**src/atf_map.svh**
```systemverilog
// Offsets, field positions, reset values and timing counts for the trigger/filter config bank.
// Included by the package only; the register bank uses its macros without an include of its own; holds definitions only.
`ifndef ATF_MAP_SVH
`define ATF_MAP_SVH
`define ATF_OFF_PIN1_CTRL     7'h05
`define ATF_OFF_CONV_SETUP    7'h06
`define ATF_OFF_SEQ_ADDR      7'h07
`define ATF_OFF_FILTER        7'h08
`define ATF_OFF_CTRL          7'h09
`define ATF_RST_PIN1_CTRL     8'h00
`define ATF_RST_CONV_SETUP    8'h00
`define ATF_RST_SEQ_ADDR      7'h3a
`define ATF_RST_FILTER        8'h00
`define ATF_RST_CTRL          8'h01
`define ATF_SEQ_ADDR_MIN      7'h3a
`define ATF_SEQ_ADDR_MAX      7'h6f
`define ATF_DIR_MSB           7
`define ATF_DIR_LSB           6
`define ATF_ISEL_MSB          5
`define ATF_ISEL_LSB          4
`define ATF_OSEL_MSB          2
`define ATF_OSEL_LSB          0
`define ATF_DEST_MSB          6
`define ATF_DEST_LSB          4
`define ATF_CTYPE_MSB         1
`define ATF_CTYPE_LSB         0
`define ATF_FILTER_TYPE_FIELD_MSB         5
`define ATF_FILTER_TYPE_FIELD_LSB         4
`define ATF_RATE_MSB          3
`define ATF_RATE_LSB          0
`define ATF_BIT_EXTERNAL_CLOCK_SELECT        7
`define ATF_BIT_POLARITY      6
`define ATF_BIT_FORMAT        5
`define ATF_MIN_PULSE_CYCLES  2
`endif

```
**src/atf_pkg.sv**
```systemverilog
// Types for the trigger/filter configuration bank.
// Assumes atf_map.svh is on the include path.
`include "atf_map.svh"
package atf_pkg;
    typedef enum logic [1:0] {
        ATF_DIR_INPUT = 2'b00, ATF_DIR_RSVD = 2'b01,
        ATF_DIR_OPEN_DRAIN = 2'b10, ATF_DIR_PUSH_PULL = 2'b11
    } atf_dir_t;
    typedef enum logic [1:0] {
        ATF_IN_OFF = 2'b00, ATF_IN_CONV = 2'b01, ATF_IN_SEQ = 2'b10, ATF_IN_RSVD = 2'b11
    } atf_isel_t;
    typedef enum logic [2:0] {
        ATF_OUT_HIZ = 3'b000, ATF_OUT_IRQ_LOW = 3'b001, ATF_OUT_IRQ_HIGH = 3'b010,
        ATF_OUT_ZERO = 3'b011, ATF_OUT_LOW_SWITCH = 3'b100, ATF_OUT_RSVD = 3'b101,
        ATF_OUT_MOD_ACTIVE = 3'b110, ATF_OUT_SYS_CLK = 3'b111
    } atf_osel_t;
    typedef enum logic [1:0] {
        ATF_PWR_NORMAL = 2'b00, ATF_PWR_WAKING = 2'b01
    } atf_wake_state_t;
    // Host serial-port register access, already deserialised
    typedef struct packed {
        logic       wr;
        logic       rd;
        logic [6:0] addr;
        logic [7:0] wdata;
    } atf_reg_req_t;
    // Launch request toward the converter core
    typedef struct packed {
        logic       conv_start;
        logic       seq_start;
        logic [2:0] dest;
        logic [1:0] conv_type;
        logic [6:0] seq_addr;
    } atf_launch_t;
endpackage : atf_pkg

```
**src/atf_regs.sv**
```systemverilog
// Trigger pin, triggered-conversion, filter and control configuration register bank.
// Assumes a host-side serial front end delivering decoded register accesses on clk_i,
// and converter core status (power state, sequence busy, interrupt, modulator) on clk_i.
//
// Functional notes
// - Writes with reserved codes in a pin field leave that field unchanged.
// - Pin rising edge in sleep/standby wakes to normal, then launches.
// - Direction bits 7:6: input, reserved, open-drain, push-pull; default input.
// - Input bits 5:4: off, conversion start, sequence start, reserved.
// - Output bits 2:0: high-Z, low irq, high irq, logic zero.
// - Output code 100 is low-side switch, overriding push-pull drive.
// - Code 110 outputs modulator active; 111 outputs system clock.
// - Writing conversion setup only stores, never starts conversion.
// - Triggered result goes to result register chosen by bits 6:4.
// - Conversion type bits 1:0: single, continuous, duty-cycled low power.
// - Writing sequence start address only stores, never launches a sequence.
// - Sequence address resets 0x3A, accepts only 0x3A..0x6F writes.
// - Filter type bits 5:4: 50/60Hz, 50Hz, 60Hz, sinc4.
// - Rate bits 3:0 set data rate, meaning depends on filter type.
// - External clock bit set takes clock from outside, overriding pin0 setup.
// - Clock source bit writes during a running sequence are ignored.
// - Polarity one gives unipolar straight binary; format ignored.
// - Bipolar: format one gives offset binary, zero two's complement.
// - Polarity/format changes leave threshold contents, reinterpret comparisons.
// - Out-of-range inputs saturate at minimum or maximum code.
// - Control bit 7 external clock, 6 unipolar, 5 offset binary; reset zero.
`timescale 1ns/10ps
module atf_regs
    import atf_pkg::*;
#(
    parameter int RESULT_W = 24
) (
    input  wire logic                clk_i,
    input  wire logic                reset_i,
    input  wire logic                clk_en_i,
    input  wire atf_reg_req_t        req_i,
    output logic [7:0]               rdata_o,
    output logic                     rvalid_o,
    input  wire logic                pin1_in_i,
    output logic                     pin1_out_o,
    output logic                     pin1_oe_o,
    input  wire logic                low_power_i,
    output logic                     wake_o,
    output atf_launch_t              launch_o,
    input  wire logic                seq_busy_i,
    input  wire logic                irq_i,
    input  wire logic                mod_active_i,
    input  wire logic                sys_clk_div_i,
    input  wire logic                low_switch_i,
    input  wire logic                raw_valid_i,
    input  wire logic signed [RESULT_W+1:0] raw_i,
    output logic [RESULT_W-1:0]      result_o,
    output logic                     result_valid_o,
    output logic                     ext_clk_sel_o,
    output logic                     unipolar_o,
    output logic                     offset_binary_o,
    output logic [1:0]               filter_type_o,
    output logic [3:0]               rate_o
);

    ////////////////////////////////////////////////////////////////////////////
    // Register state
    // Reserved bits are stored as zero, so read-back needs no masking
    logic [7:0] pin1_ctrl;
    logic [7:0] conv_setup;
    logic [6:0] seq_addr;
    logic [7:0] filter_sel;
    logic [7:0] ctrl;

    // Decode of the host access
    // Writes are qualified by the clock enable in the register process
    wire hit_pin1   = req_i.wr && (req_i.addr == `ATF_OFF_PIN1_CTRL);
    wire hit_conv   = req_i.wr && (req_i.addr == `ATF_OFF_CONV_SETUP);
    wire hit_seq    = req_i.wr && (req_i.addr == `ATF_OFF_SEQ_ADDR);
    wire hit_filter = req_i.wr && (req_i.addr == `ATF_OFF_FILTER);
    wire hit_ctrl   = req_i.wr && (req_i.addr == `ATF_OFF_CTRL);

    // Reserved codes are rejected field by field, not for the whole byte
    wire [1:0] wr_dir  = req_i.wdata[`ATF_DIR_MSB:`ATF_DIR_LSB];
    wire [1:0] wr_isel = req_i.wdata[`ATF_ISEL_MSB:`ATF_ISEL_LSB];
    wire [2:0] wr_osel = req_i.wdata[`ATF_OSEL_MSB:`ATF_OSEL_LSB];
    wire       dir_ok  = wr_dir != ATF_DIR_RSVD;
    wire       isel_ok = wr_isel != ATF_IN_RSVD;
    wire       osel_ok = wr_osel != ATF_OUT_RSVD;

    // A refused field keeps its stored code; the other fields still take the write
    wire [7:0] next_pin1_ctrl = {
        dir_ok  ? wr_dir  : pin1_ctrl[`ATF_DIR_MSB:`ATF_DIR_LSB],
        isel_ok ? wr_isel : pin1_ctrl[`ATF_ISEL_MSB:`ATF_ISEL_LSB],
        1'b0,
        osel_ok ? wr_osel : pin1_ctrl[`ATF_OSEL_MSB:`ATF_OSEL_LSB]};

    // Only in-window sequence addresses are stored
    // Bit 7 set counts as out of window; the stored field is seven bits
    wire [6:0] wr_addr7 = req_i.wdata[6:0];
    wire seq_ok = (wr_addr7 >= `ATF_SEQ_ADDR_MIN) && (wr_addr7 <= `ATF_SEQ_ADDR_MAX)
                  && !req_i.wdata[7];

    // Clock source bit frozen while a sequence runs, other bits still written
    wire ext_clk_next = seq_busy_i ? ctrl[`ATF_BIT_EXTERNAL_CLOCK_SELECT]
                                   : req_i.wdata[`ATF_BIT_EXTERNAL_CLOCK_SELECT];

    // Polarity, format, buffer and reference bits pass straight through
    wire [7:0] next_ctrl = {ext_clk_next, req_i.wdata[6:0]};

    // Register writes; plain stores, no launch side effects
    always_ff @(posedge clk_i) begin
        if (reset_i) begin
            pin1_ctrl  <= `ATF_RST_PIN1_CTRL;
            conv_setup <= `ATF_RST_CONV_SETUP;
            seq_addr   <= `ATF_RST_SEQ_ADDR;
            filter_sel <= `ATF_RST_FILTER;
            ctrl       <= `ATF_RST_CTRL;
        end else if (clk_en_i) begin
            if (hit_pin1) pin1_ctrl <= next_pin1_ctrl;
            if (hit_conv) conv_setup <= {1'b0, req_i.wdata[6:4], 2'b00, req_i.wdata[1:0]};
            if (hit_seq && seq_ok) seq_addr <= wr_addr7;
            if (hit_filter) filter_sel <= {2'b00, req_i.wdata[5:0]};
            if (hit_ctrl) ctrl <= next_ctrl;
        end
    end

    ////////////////////////////////////////////////////////////////////////////
    // Read-back, one cycle after the request
    // Unmapped offsets read as zero so a stray read is harmless
    wire [7:0] rd_mux =
        (req_i.addr == `ATF_OFF_PIN1_CTRL)  ? pin1_ctrl :
        (req_i.addr == `ATF_OFF_CONV_SETUP) ? conv_setup :
        (req_i.addr == `ATF_OFF_SEQ_ADDR)   ? {1'b0, seq_addr} :
        (req_i.addr == `ATF_OFF_FILTER)     ? filter_sel :
        (req_i.addr == `ATF_OFF_CTRL)       ? ctrl : 8'h00;

    always_ff @(posedge clk_i) begin
        if (reset_i) begin
            rdata_o  <= 8'h00;
            rvalid_o <= 1'b0;
        end else if (clk_en_i) begin
            rdata_o  <= req_i.rd ? rd_mux : 8'h00;
            rvalid_o <= req_i.rd;
        end
    end

    ////////////////////////////////////////////////////////////////////////////
    // Pin input: two-stage synchroniser then edge detect on stages two and three
    // Only the second stage reads the first; the third is the edge history
    logic sync_a;
    logic sync_b;
    logic sync_c;
    always_ff @(posedge clk_i) begin
        if (reset_i) begin
            sync_a <= 1'b0;
            sync_b <= 1'b0;
            sync_c <= 1'b0;
        end else if (clk_en_i) begin
            sync_a <= pin1_in_i;
            sync_b <= sync_a;
            sync_c <= sync_b;
        end
    end

    // A pulse shorter than two clocks may slip past the sampler
    // Edges are gated by direction so an output pin never triggers
    wire       is_input = pin1_ctrl[`ATF_DIR_MSB:`ATF_DIR_LSB] == ATF_DIR_INPUT;
    wire [1:0] isel     = pin1_ctrl[`ATF_ISEL_MSB:`ATF_ISEL_LSB];
    wire       rise     = sync_b && !sync_c && is_input;
    wire       trig_conv = rise && (isel == ATF_IN_CONV);
    wire       trig_seq  = rise && (isel == ATF_IN_SEQ);

    ////////////////////////////////////////////////////////////////////////////
    // Wake sequencing: in low power, request normal mode first, launch after
    atf_wake_state_t wake_state;
    atf_wake_state_t next_wake_state;
    logic            pend_seq;
    logic            fire_conv;
    logic            fire_seq;

    // Triggers arriving while waking are dropped; the first one is kept,
    // and a sequence trigger wins over a conversion trigger
    always_comb begin
        next_wake_state = wake_state;
        fire_conv = 1'b0;
        fire_seq  = 1'b0;
        case (wake_state)
            ATF_PWR_NORMAL: begin
                if ((trig_conv || trig_seq) && low_power_i) begin
                    next_wake_state = ATF_PWR_WAKING;
                end else begin
                    fire_conv = trig_conv;
                    fire_seq  = trig_seq;
                end
            end
            ATF_PWR_WAKING: begin
                if (!low_power_i) begin
                    next_wake_state = ATF_PWR_NORMAL;
                    fire_conv = !pend_seq;
                    fire_seq  = pend_seq;
                end
            end
            default: next_wake_state = ATF_PWR_NORMAL;
        endcase
    end

    // Launch fields refresh every cycle, so they trail the registers by one
    // cycle; only the two start bits are pulses
    always_ff @(posedge clk_i) begin
        if (reset_i) begin
            wake_state <= ATF_PWR_NORMAL;
            pend_seq   <= 1'b0;
            wake_o     <= 1'b0;
            launch_o   <= '0;
        end else if (clk_en_i) begin
            wake_state <= next_wake_state;
            if (wake_state == ATF_PWR_NORMAL) pend_seq <= trig_seq;
            wake_o     <= next_wake_state == ATF_PWR_WAKING;
            launch_o.conv_start <= fire_conv;
            launch_o.seq_start  <= fire_seq;
            launch_o.dest       <= conv_setup[`ATF_DEST_MSB:`ATF_DEST_LSB];
            launch_o.conv_type  <= conv_setup[`ATF_CTYPE_MSB:`ATF_CTYPE_LSB];
            launch_o.seq_addr   <= seq_addr;
        end
    end

    ////////////////////////////////////////////////////////////////////////////
    // Pin output selection
    wire [2:0] osel = pin1_ctrl[`ATF_OSEL_MSB:`ATF_OSEL_LSB];
    wire [1:0] dir  = pin1_ctrl[`ATF_DIR_MSB:`ATF_DIR_LSB];
    wire out_level =
        (osel == ATF_OUT_IRQ_LOW)    ? !irq_i :
        (osel == ATF_OUT_IRQ_HIGH)   ? irq_i :
        (osel == ATF_OUT_LOW_SWITCH) ? 1'b0 :
        (osel == ATF_OUT_MOD_ACTIVE) ? mod_active_i :
        (osel == ATF_OUT_SYS_CLK)    ? sys_clk_div_i : 1'b0;
    wire out_active = dir[1] && (osel != ATF_OUT_HIZ);
    // Push-pull drives both levels whenever an output function other than high-Z or the low-side switch is chosen
    // Open-drain drives only the low level; a high level releases the pin
    // Low-side switch only ever sinks, whatever the drive type
    wire sink_only  = (osel == ATF_OUT_LOW_SWITCH) || (dir == ATF_DIR_OPEN_DRAIN);
    wire next_oe    = out_active && (osel == ATF_OUT_LOW_SWITCH ? low_switch_i
                                    : (sink_only ? !out_level : 1'b1));

    always_ff @(posedge clk_i) begin
        if (reset_i) begin
            pin1_out_o <= 1'b0;
            pin1_oe_o  <= 1'b0;
        end else if (clk_en_i) begin
            pin1_out_o <= sink_only ? 1'b0 : out_level;
            pin1_oe_o  <= next_oe;
        end
    end

    ////////////////////////////////////////////////////////////////////////////
    // Result coding: clamp, then choose straight, offset or two's complement
    // Two guard bits on the raw value keep overflow visible until the clamp
    localparam logic signed [RESULT_W+1:0] MAX_S = (RESULT_W+2)'((1 << (RESULT_W-1)) - 1);
    localparam logic signed [RESULT_W+1:0] MIN_S = -(RESULT_W+2)'(1 << (RESULT_W-1));
    localparam logic signed [RESULT_W+1:0] MAX_U = (RESULT_W+2)'((1 << RESULT_W) - 1);
    wire uni = ctrl[`ATF_BIT_POLARITY];
    wire ofs = ctrl[`ATF_BIT_FORMAT];
    // Unipolar input maps 0..full scale; no wrap on overflow
    wire signed [RESULT_W+1:0] clamp_u = raw_i < 0 ? '0 : (raw_i > MAX_U ? MAX_U : raw_i);
    wire signed [RESULT_W+1:0] clamp_b = raw_i < MIN_S ? MIN_S : (raw_i > MAX_S ? MAX_S : raw_i);
    wire [RESULT_W-1:0] bip_code = clamp_b[RESULT_W-1:0];
    // Offset binary is two's complement with the sign bit flipped
    wire [RESULT_W-1:0] next_result =
        uni ? clamp_u[RESULT_W-1:0] :
        (ofs ? {~bip_code[RESULT_W-1], bip_code[RESULT_W-2:0]} : bip_code);

    always_ff @(posedge clk_i) begin
        if (reset_i) begin
            result_o       <= '0;
            result_valid_o <= 1'b0;
        end else if (clk_en_i) begin
            if (raw_valid_i) result_o <= next_result;
            result_valid_o <= raw_valid_i;
        end
    end

    ////////////////////////////////////////////////////////////////////////////
    // Configuration outputs to the clock and filter blocks
    // Threshold registers live elsewhere and are never touched here
    // Format is masked in unipolar mode so downstream sees a single coding
    always_ff @(posedge clk_i) begin
        if (reset_i) begin
            ext_clk_sel_o   <= 1'b0;
            unipolar_o      <= 1'b0;
            offset_binary_o <= 1'b0;
            filter_type_o   <= 2'b00;
            rate_o          <= 4'h0;
        end else if (clk_en_i) begin
            ext_clk_sel_o   <= ctrl[`ATF_BIT_EXTERNAL_CLOCK_SELECT];
            unipolar_o      <= uni;
            offset_binary_o <= ofs && !uni;
            filter_type_o   <= filter_sel[`ATF_FILTER_TYPE_FIELD_MSB:`ATF_FILTER_TYPE_FIELD_LSB];
            rate_o          <= filter_sel[`ATF_RATE_MSB:`ATF_RATE_LSB];
        end
    end

endmodule : atf_regs

```
**config.mk**
```make
export PLATFORM = sky130hd
export DESIGN_NAME = atf_regs
export DESIGN_NICKNAME = d
export VERILOG_FILES = /design/src/atf_pkg.sv /design/src/atf_regs.sv
export VERILOG_INCLUDE_DIRS = /design/src
export SDC_FILE = /design/constraint.sdc
export NUM_CORES = 1
export LEC_CHECK = 0
export BUFFER_PORTS_ARGS = -buffer_cell sky130_fd_sc_hd__buf_2
export CAP_MARGIN = 20
export CORE_MARGIN = 5
export CORE_UTILIZATION = 53
export DETAILED_ROUTE_END_ITERATION = 8
export PLACE_DENSITY = 0.79
export SLEW_MARGIN = 10
export SYNTH_ARGS = -nofsm -noshare
export SYNTH_HDL_FRONTEND = slang
export SYNTH_SLANG_ARGS = --single-unit
```
**constraint.sdc**
```tcl
create_clock -name clk_i -period 2 [get_ports clk_i]
set_clock_uncertainty 0.1 [all_clocks]
set_input_delay 0.2 -clock clk_i [delete_from_list [all_inputs] [get_ports clk_i]]
set_output_delay 0.2 -clock clk_i [all_outputs]
set_load 0.02 [all_outputs]
```
# After elaboration in Yosys (flattened, before gate mapping)
# Index checks and enable logic that the tools add are counted.
dict set report word_totals {
  ff_bits 99
  latchBits 0
  mem_bits_rw 0
  mem_bits_ro 0
  in_bits 54
  out_inout_bits 60
  n_memories 0
}
dict set report op_classes {
  add_sub_neg 0
  n_mul 0
  div 0
  order_cmp 6
  eq_ne 18
  shifts 0
  muxes 29
  n_bitwise 2
  n_reduce_logical 37
}
# operator count
set ops {}
lappend ops {{2-to-1 mux 24 bit} 6}
lappend ops {{2-to-1 mux 8 bit} 6}
lappend ops {{greater-than comparator 26 x 24 -> 1 bit (second input constant)} 1}
lappend ops {{greater-than comparator 26 x 25 -> 1 bit (second input constant)} 1}
lappend ops {{less-than comparator 26 x 1 -> 1 bit (second input constant)} 1}
lappend ops {{less-than comparator 26 x 24 -> 1 bit (second input constant)} 1}
lappend ops {{equality test 7 x 3 -> 1 bit (second input constant)} 3}
lappend ops {{logical AND 1 bit} 16}
lappend ops {{equality test 7 x 4 -> 1 bit (second input constant)} 2}
lappend ops {{2-to-1 mux 1 bit} 12}
lappend ops {{AND reduction 2 bit} 6}
lappend ops {{AND reduction 3 bit} 4}
lappend ops {{equality test 3 bit (second input constant)} 3}
lappend ops {{greater-or-equal comparator 7 x 6 -> 1 bit (second input constant)} 1}
lappend ops {{<= comparator 7 bit (second input constant)} 1}
lappend ops {{equality test 2 x 1 -> 1 bit (second input constant)} 3}
lappend ops {{logical NOT 1 bit} 6}
lappend ops {{equality test 2 bit (second input constant)} 2}
lappend ops {{logical NOT 2 bit} 2}
lappend ops {{2-to-1 mux 2 bit} 2}
lappend ops {{case mux 1 bit (2 select lines)} 2}
lappend ops {{case mux 2 bit (2 select lines)} 1}
lappend ops {{equality test 3 x 1 -> 1 bit (second input constant)} 1}
lappend ops {{equality test 3 x 2 -> 1 bit (second input constant)} 1}
lappend ops {{6 further kinds} 8}

# Longest topological paths before layout
dict set report logic_depth {
  depth_word 10
  mapped_depth 6
  depth_no_buf 4
}

# Worst setup path after synthesis
# OpenSTA, ideal clock, no wires.
dict set report synth_timing {
  path_type {input-to-reg}
  start {input port req_i[9] in the netlist's numbering}
  end {register pin1_ctrl[1]}
  setup_time_ns 0.132
  arrival_time_ns 1.546
  required_ns 1.768
  slack_ns 0.222
  path_stages 6
  path_cell_list {buf_2 or4_1 buf_4 or3_1 o21ai_0 a21oi_1}
}
dict set report synth_between {
  elab_chain_cells 3
}
# element line_no
set synth_rtl {}
lappend synth_rtl {{from (decl)} atf_regs.sv:36} ;# input wire atf_reg_req_t req_i,
lappend synth_rtl {{equality test 7 x 3 -> 1 bit (no line)} -}
lappend synth_rtl {{logical AND 1 bit} atf_regs.sv:72} ;# wire hit_pin1 = req_i.wr && (req_i.addr == `ATF_OFF_PIN1_CTRL);
lappend synth_rtl {{AND reduction 3 bit (no line)} -}
lappend synth_rtl {{to (signal assigned)} atf_regs.sv:109} ;# pin1_ctrl <= `ATF_RST_PIN1_CTRL;
lappend synth_rtl {{to (signal assigned)} atf_regs.sv:115} ;# if (hit_pin1) pin1_ctrl <= next_pin1_ctrl;
lappend synth_rtl {{to (decl)} atf_regs.sv:64} ;# logic [7:0] pin1_ctrl;
# No other way between the ends.
# A chain may end at the register's enable or synchronous reset.

# Final worst setup path
dict set report layout_timing {
  start {register pin1_ctrl[7]}
  end {register launch_o[13] in the netlist's numbering}
}
dict set report layout_between {
  elab_chain_cells 7
  word_cells_on_any_way 8
}
# element line_no
set layout_rtl {}
lappend layout_rtl {{logical NOT 2 bit (*)} atf_regs.sv:163} ;# wire is_input = pin1_ctrl[`ATF_DIR_MSB:`ATF_DIR_LSB] == ATF_DIR_INPUT;
lappend layout_rtl {{logical AND 1 bit (*)} atf_regs.sv:165} ;# wire rise = sync_b && !sync_c && is_input;
lappend layout_rtl {{logical AND 1 bit (on tied branches)} {atf_regs.sv:166, atf_regs.sv:167}}
lappend layout_rtl {{logical OR 1 bit} atf_regs.sv:185} ;# if ((trig_conv || trig_seq) && low_power_i) begin
lappend layout_rtl {{logical AND 1 bit} atf_regs.sv:185}
lappend layout_rtl {{2-to-1 mux 1 bit (*)} atf_regs.sv:185}
lappend layout_rtl {{case mux 1 bit (2 select lines) (*)} atf_regs.sv:183} ;# case (wake_state)
lappend layout_rtl {{to (decl)} atf_regs.sv:44} ;# output atf_launch_t launch_o,
# Every way passes the cells marked *; elsewhere a longest branch is shown, timed or not.

==> impl_metrics.ini <==
[sta]
setup_viol_count_final = 0
maxSlewViolCount = 0
slew-limit-headroom_pct = 35.2
period_share_pct = 89.7
finalSetupTns_ns = 0
final-hold-violation-count = 0
fmax_ghz = 0.557
period_needed_ns = 1.79
whs_ns = 0.0376
setup_ws_ns = 0.205
rsz0062_at_grt = no
worst_pin_slew_ns = 0.968

[placed_design]
place_congestion = 0.930
place_inst = 705
pre_cts_ws_ns = 0.0115
io_buffers = 113
hpwl_um = 8680

[pwr]
switchingPower_uw = 945
peakVddDrop_uv = 465
pwr-share-comb_pct = 11.2
pwr-share-seq_pct = 52.7
p_int_mw = 2.90
p_leak_nw = 2.40
powerDensity_mw_per_mm2 = 710
clkPwrFrac_pct = 36.1
swShare_pct = 24.6

[clock_network]
cts_tree = yes
clk_latency_ns = 0.36
cts_max_path_buffers = 2
cts_resized = 0
tritoncts_num_sinks = 99
cts-root-buf = clkbuf_8
htree_levels = 3
clk_pin_slew_ns = 0.09
cts_buffers = 9

[cells_and_area]
layout.nets = 666
drive_above_1_share_pct = 27.6
antennaDiodeCount = 0
fillCellCount = 704
stdcell_count = 721
area_delta_synth_final_pct = 21.5

[floorplanning]
row_count = 33
die_area_sq_mm = 0.0103
fp.dieH_um = 102
die_w_um = 102
io_pins = 114
initial_utilization_pct = 54.1
core-area_sq_mm = 0.00822

[routing]
antenna_left = 0
first_pass_iters = 7
wl_per_cell_um = 16.1
vias_per_cell = 5.76
drc = 0
num_vias = 4151
drt_iter0_drc = 246
wirelength_um = 11600

[run_status]
status = finished clean

[logic_synthesis]
synth_edf_count = 0
asyncSetResetFlopFracSynth_pct = 0
synth_ff_type = dfxtp_1
synth.top_cell.area_share_pct = 44.5
yosysSeqAreaShare_pct = 44.5
ys_top_cells_by_area = dfxtp_1 45%, mux2i_1 11%, nor2_1 7.1%
synth_compound_area_share_pct = 18.6
yosys-top-cells-count = 99 x dfxtp_1, 84 x nor2_1, 50 x nand2_1
synthMuxAreaShare_pct = 13.0
ys_types = 48
synth_nets = 557
synth_warnings = 0
syn_area_sq_mm = 0.00445
ys_ff_latch = 99
yosys.area.top_type = dfxtp_1
synthCells = 503
postSynthAreaPerCell_sq_um = 8.85
synth_fa_ha_area_share_pct = 0
synth_xor_area_share_pct = 0.394
synth_top_family_by_area = simple AND/OR/NAND/NOR gates
synth_most_common_cell = dfxtp_1
synthSimpleGateAreaFrac_pct = 19.2

[worst_setup_path]
cp_max_fo = 4
start_kind = flip-flop
crit_arrival_ns = 2.01
worstSetupPathType = flip-flop to flip-flop
required_ns = 2.21
crit_path_end_kind = flip-flop

[global_route]
globalRouteOverflowTotal = 0
grt_pass1_wl_um = 18300
grt_util_all_layers_pct = 22.4
grt_max_degree = 54
antenna_found_initial = 0
grt_pass1_vias = 3821

[run]
drv_cap = 0

[worst_hold_path]
hold_class = input port to flip-flop
[worst paths after layout]
| path | from | endpoint | slack, ns | cells after the start |
|---|---|---|---|---|
| setup / recovery | pin1_ctrl[7] | launch_o[13] | 0.21 | 4 |
| hold / removal | raw_valid_i | result_o[23] | 0.04 | 3 |
| setup reg to reg | pin1_ctrl[7] | launch_o[13] | 0.21 | 4 |
| hold reg to reg | rvalid_o | rvalid_o | 0.34 | 2 |
[timing repair]
action,CTS,global route
hold buffers,1,0
setup endpoints to repair,0,0
endpoints found under the hold margin,1,0
setup buffers,0,0
[worst max-delay path, cell delays in order, from the launching register on]
cell and delay (ns):
dfxtp_1 0.36, nor4b_1 0.45, or4b_2 0.64, nand2_1 0.09
a22o_1 0.11
[cells by family after synthesis]
| kind of cell | count (synthesis) |
|---|---|
| AOI/OAI and AO/OA | 115 |
| xor gates and xnor gates | 2 |
| buffers and inverters | 46 |
| DFF | 99 |
| muxes | 57 |
| and+or+nand+nor | 184 |
[cell usage in the layout, fill, tap and decap left out, types with 10 or more instances in the layout]
cell and instances:
buf_2 113, dfxtp_1 99, nor2_1 84, nand2_1 50
mux2i_1 49, a21oi_1 32, o21bai_1 23, a221oi_1 23
buf_4 21, nor3_1 10, clkbuf_8 10
[area by class of cell]
type,count,area [sq um],area share [%]
Inverter,7,26.3,0.486
Sequential cell,99,1980,36.7
Clock buffer,10,138,2.55
Tap cell,105,131,2.43
Clock inverter,5,77.6,1.43
Multi-Input combinational cell,358,2280,42.1
Timing Repair Buffer,137,773,14.3
[state kept, by name, indices dropped and copies added (netlist names), 2 cells and up]
signal,count
wake_state,2
result_o,24
filter_type_o,2
conv_setup,5
rdata_o,8
filter_sel,6
seq_addr,7
launch_o,14
rate_o,4
pin1_ctrl,7
ctrl,8
[layer usage]
layer  up-vias  wire length (um)  global-route usage, %
met5         -                 0                      0
met1      1956              4820                   27.7
met3        27               894                   5.23
met4         0               343                   9.82
met2       157              5530                   37.3
li1       2011                 -                      -
[power by group through the flow]
| stage | Combinational, mW | Sequential (mW) | Clock (mW) |
|---|---|---|---|
| 6_report | 0.430 | 2.02 | 1.39 |
| 5_1_grt | 0.470 | 2.03 | 1.51 |
| 4_1_cts | 0.430 | 2.02 | 1.41 |
| 3_5_place_dp | 0.426 | 2.07 | 0 |
| 3_3_place_gp | 0.416 | 2.07 | 0 |
| 2_1_floorplan | 0.226 | 2.11 | 0 |
[per-stage QoR]
stage / util, % / cell area [sq um] / power, mW
2_1_floorplan: - / 4450 / 2.33
3_3_place_gp: 63.1 / 5180 / 2.48
5_1_grt: 65.8 / 5410 / 4.00
6_report: 65.8 / 5410 / 3.84
3_5_place_dp: 63.1 / 5180 / 2.50
4_1_cts: 65.8 / 5410 / 3.86
Power figures use the tool's default switching activity.
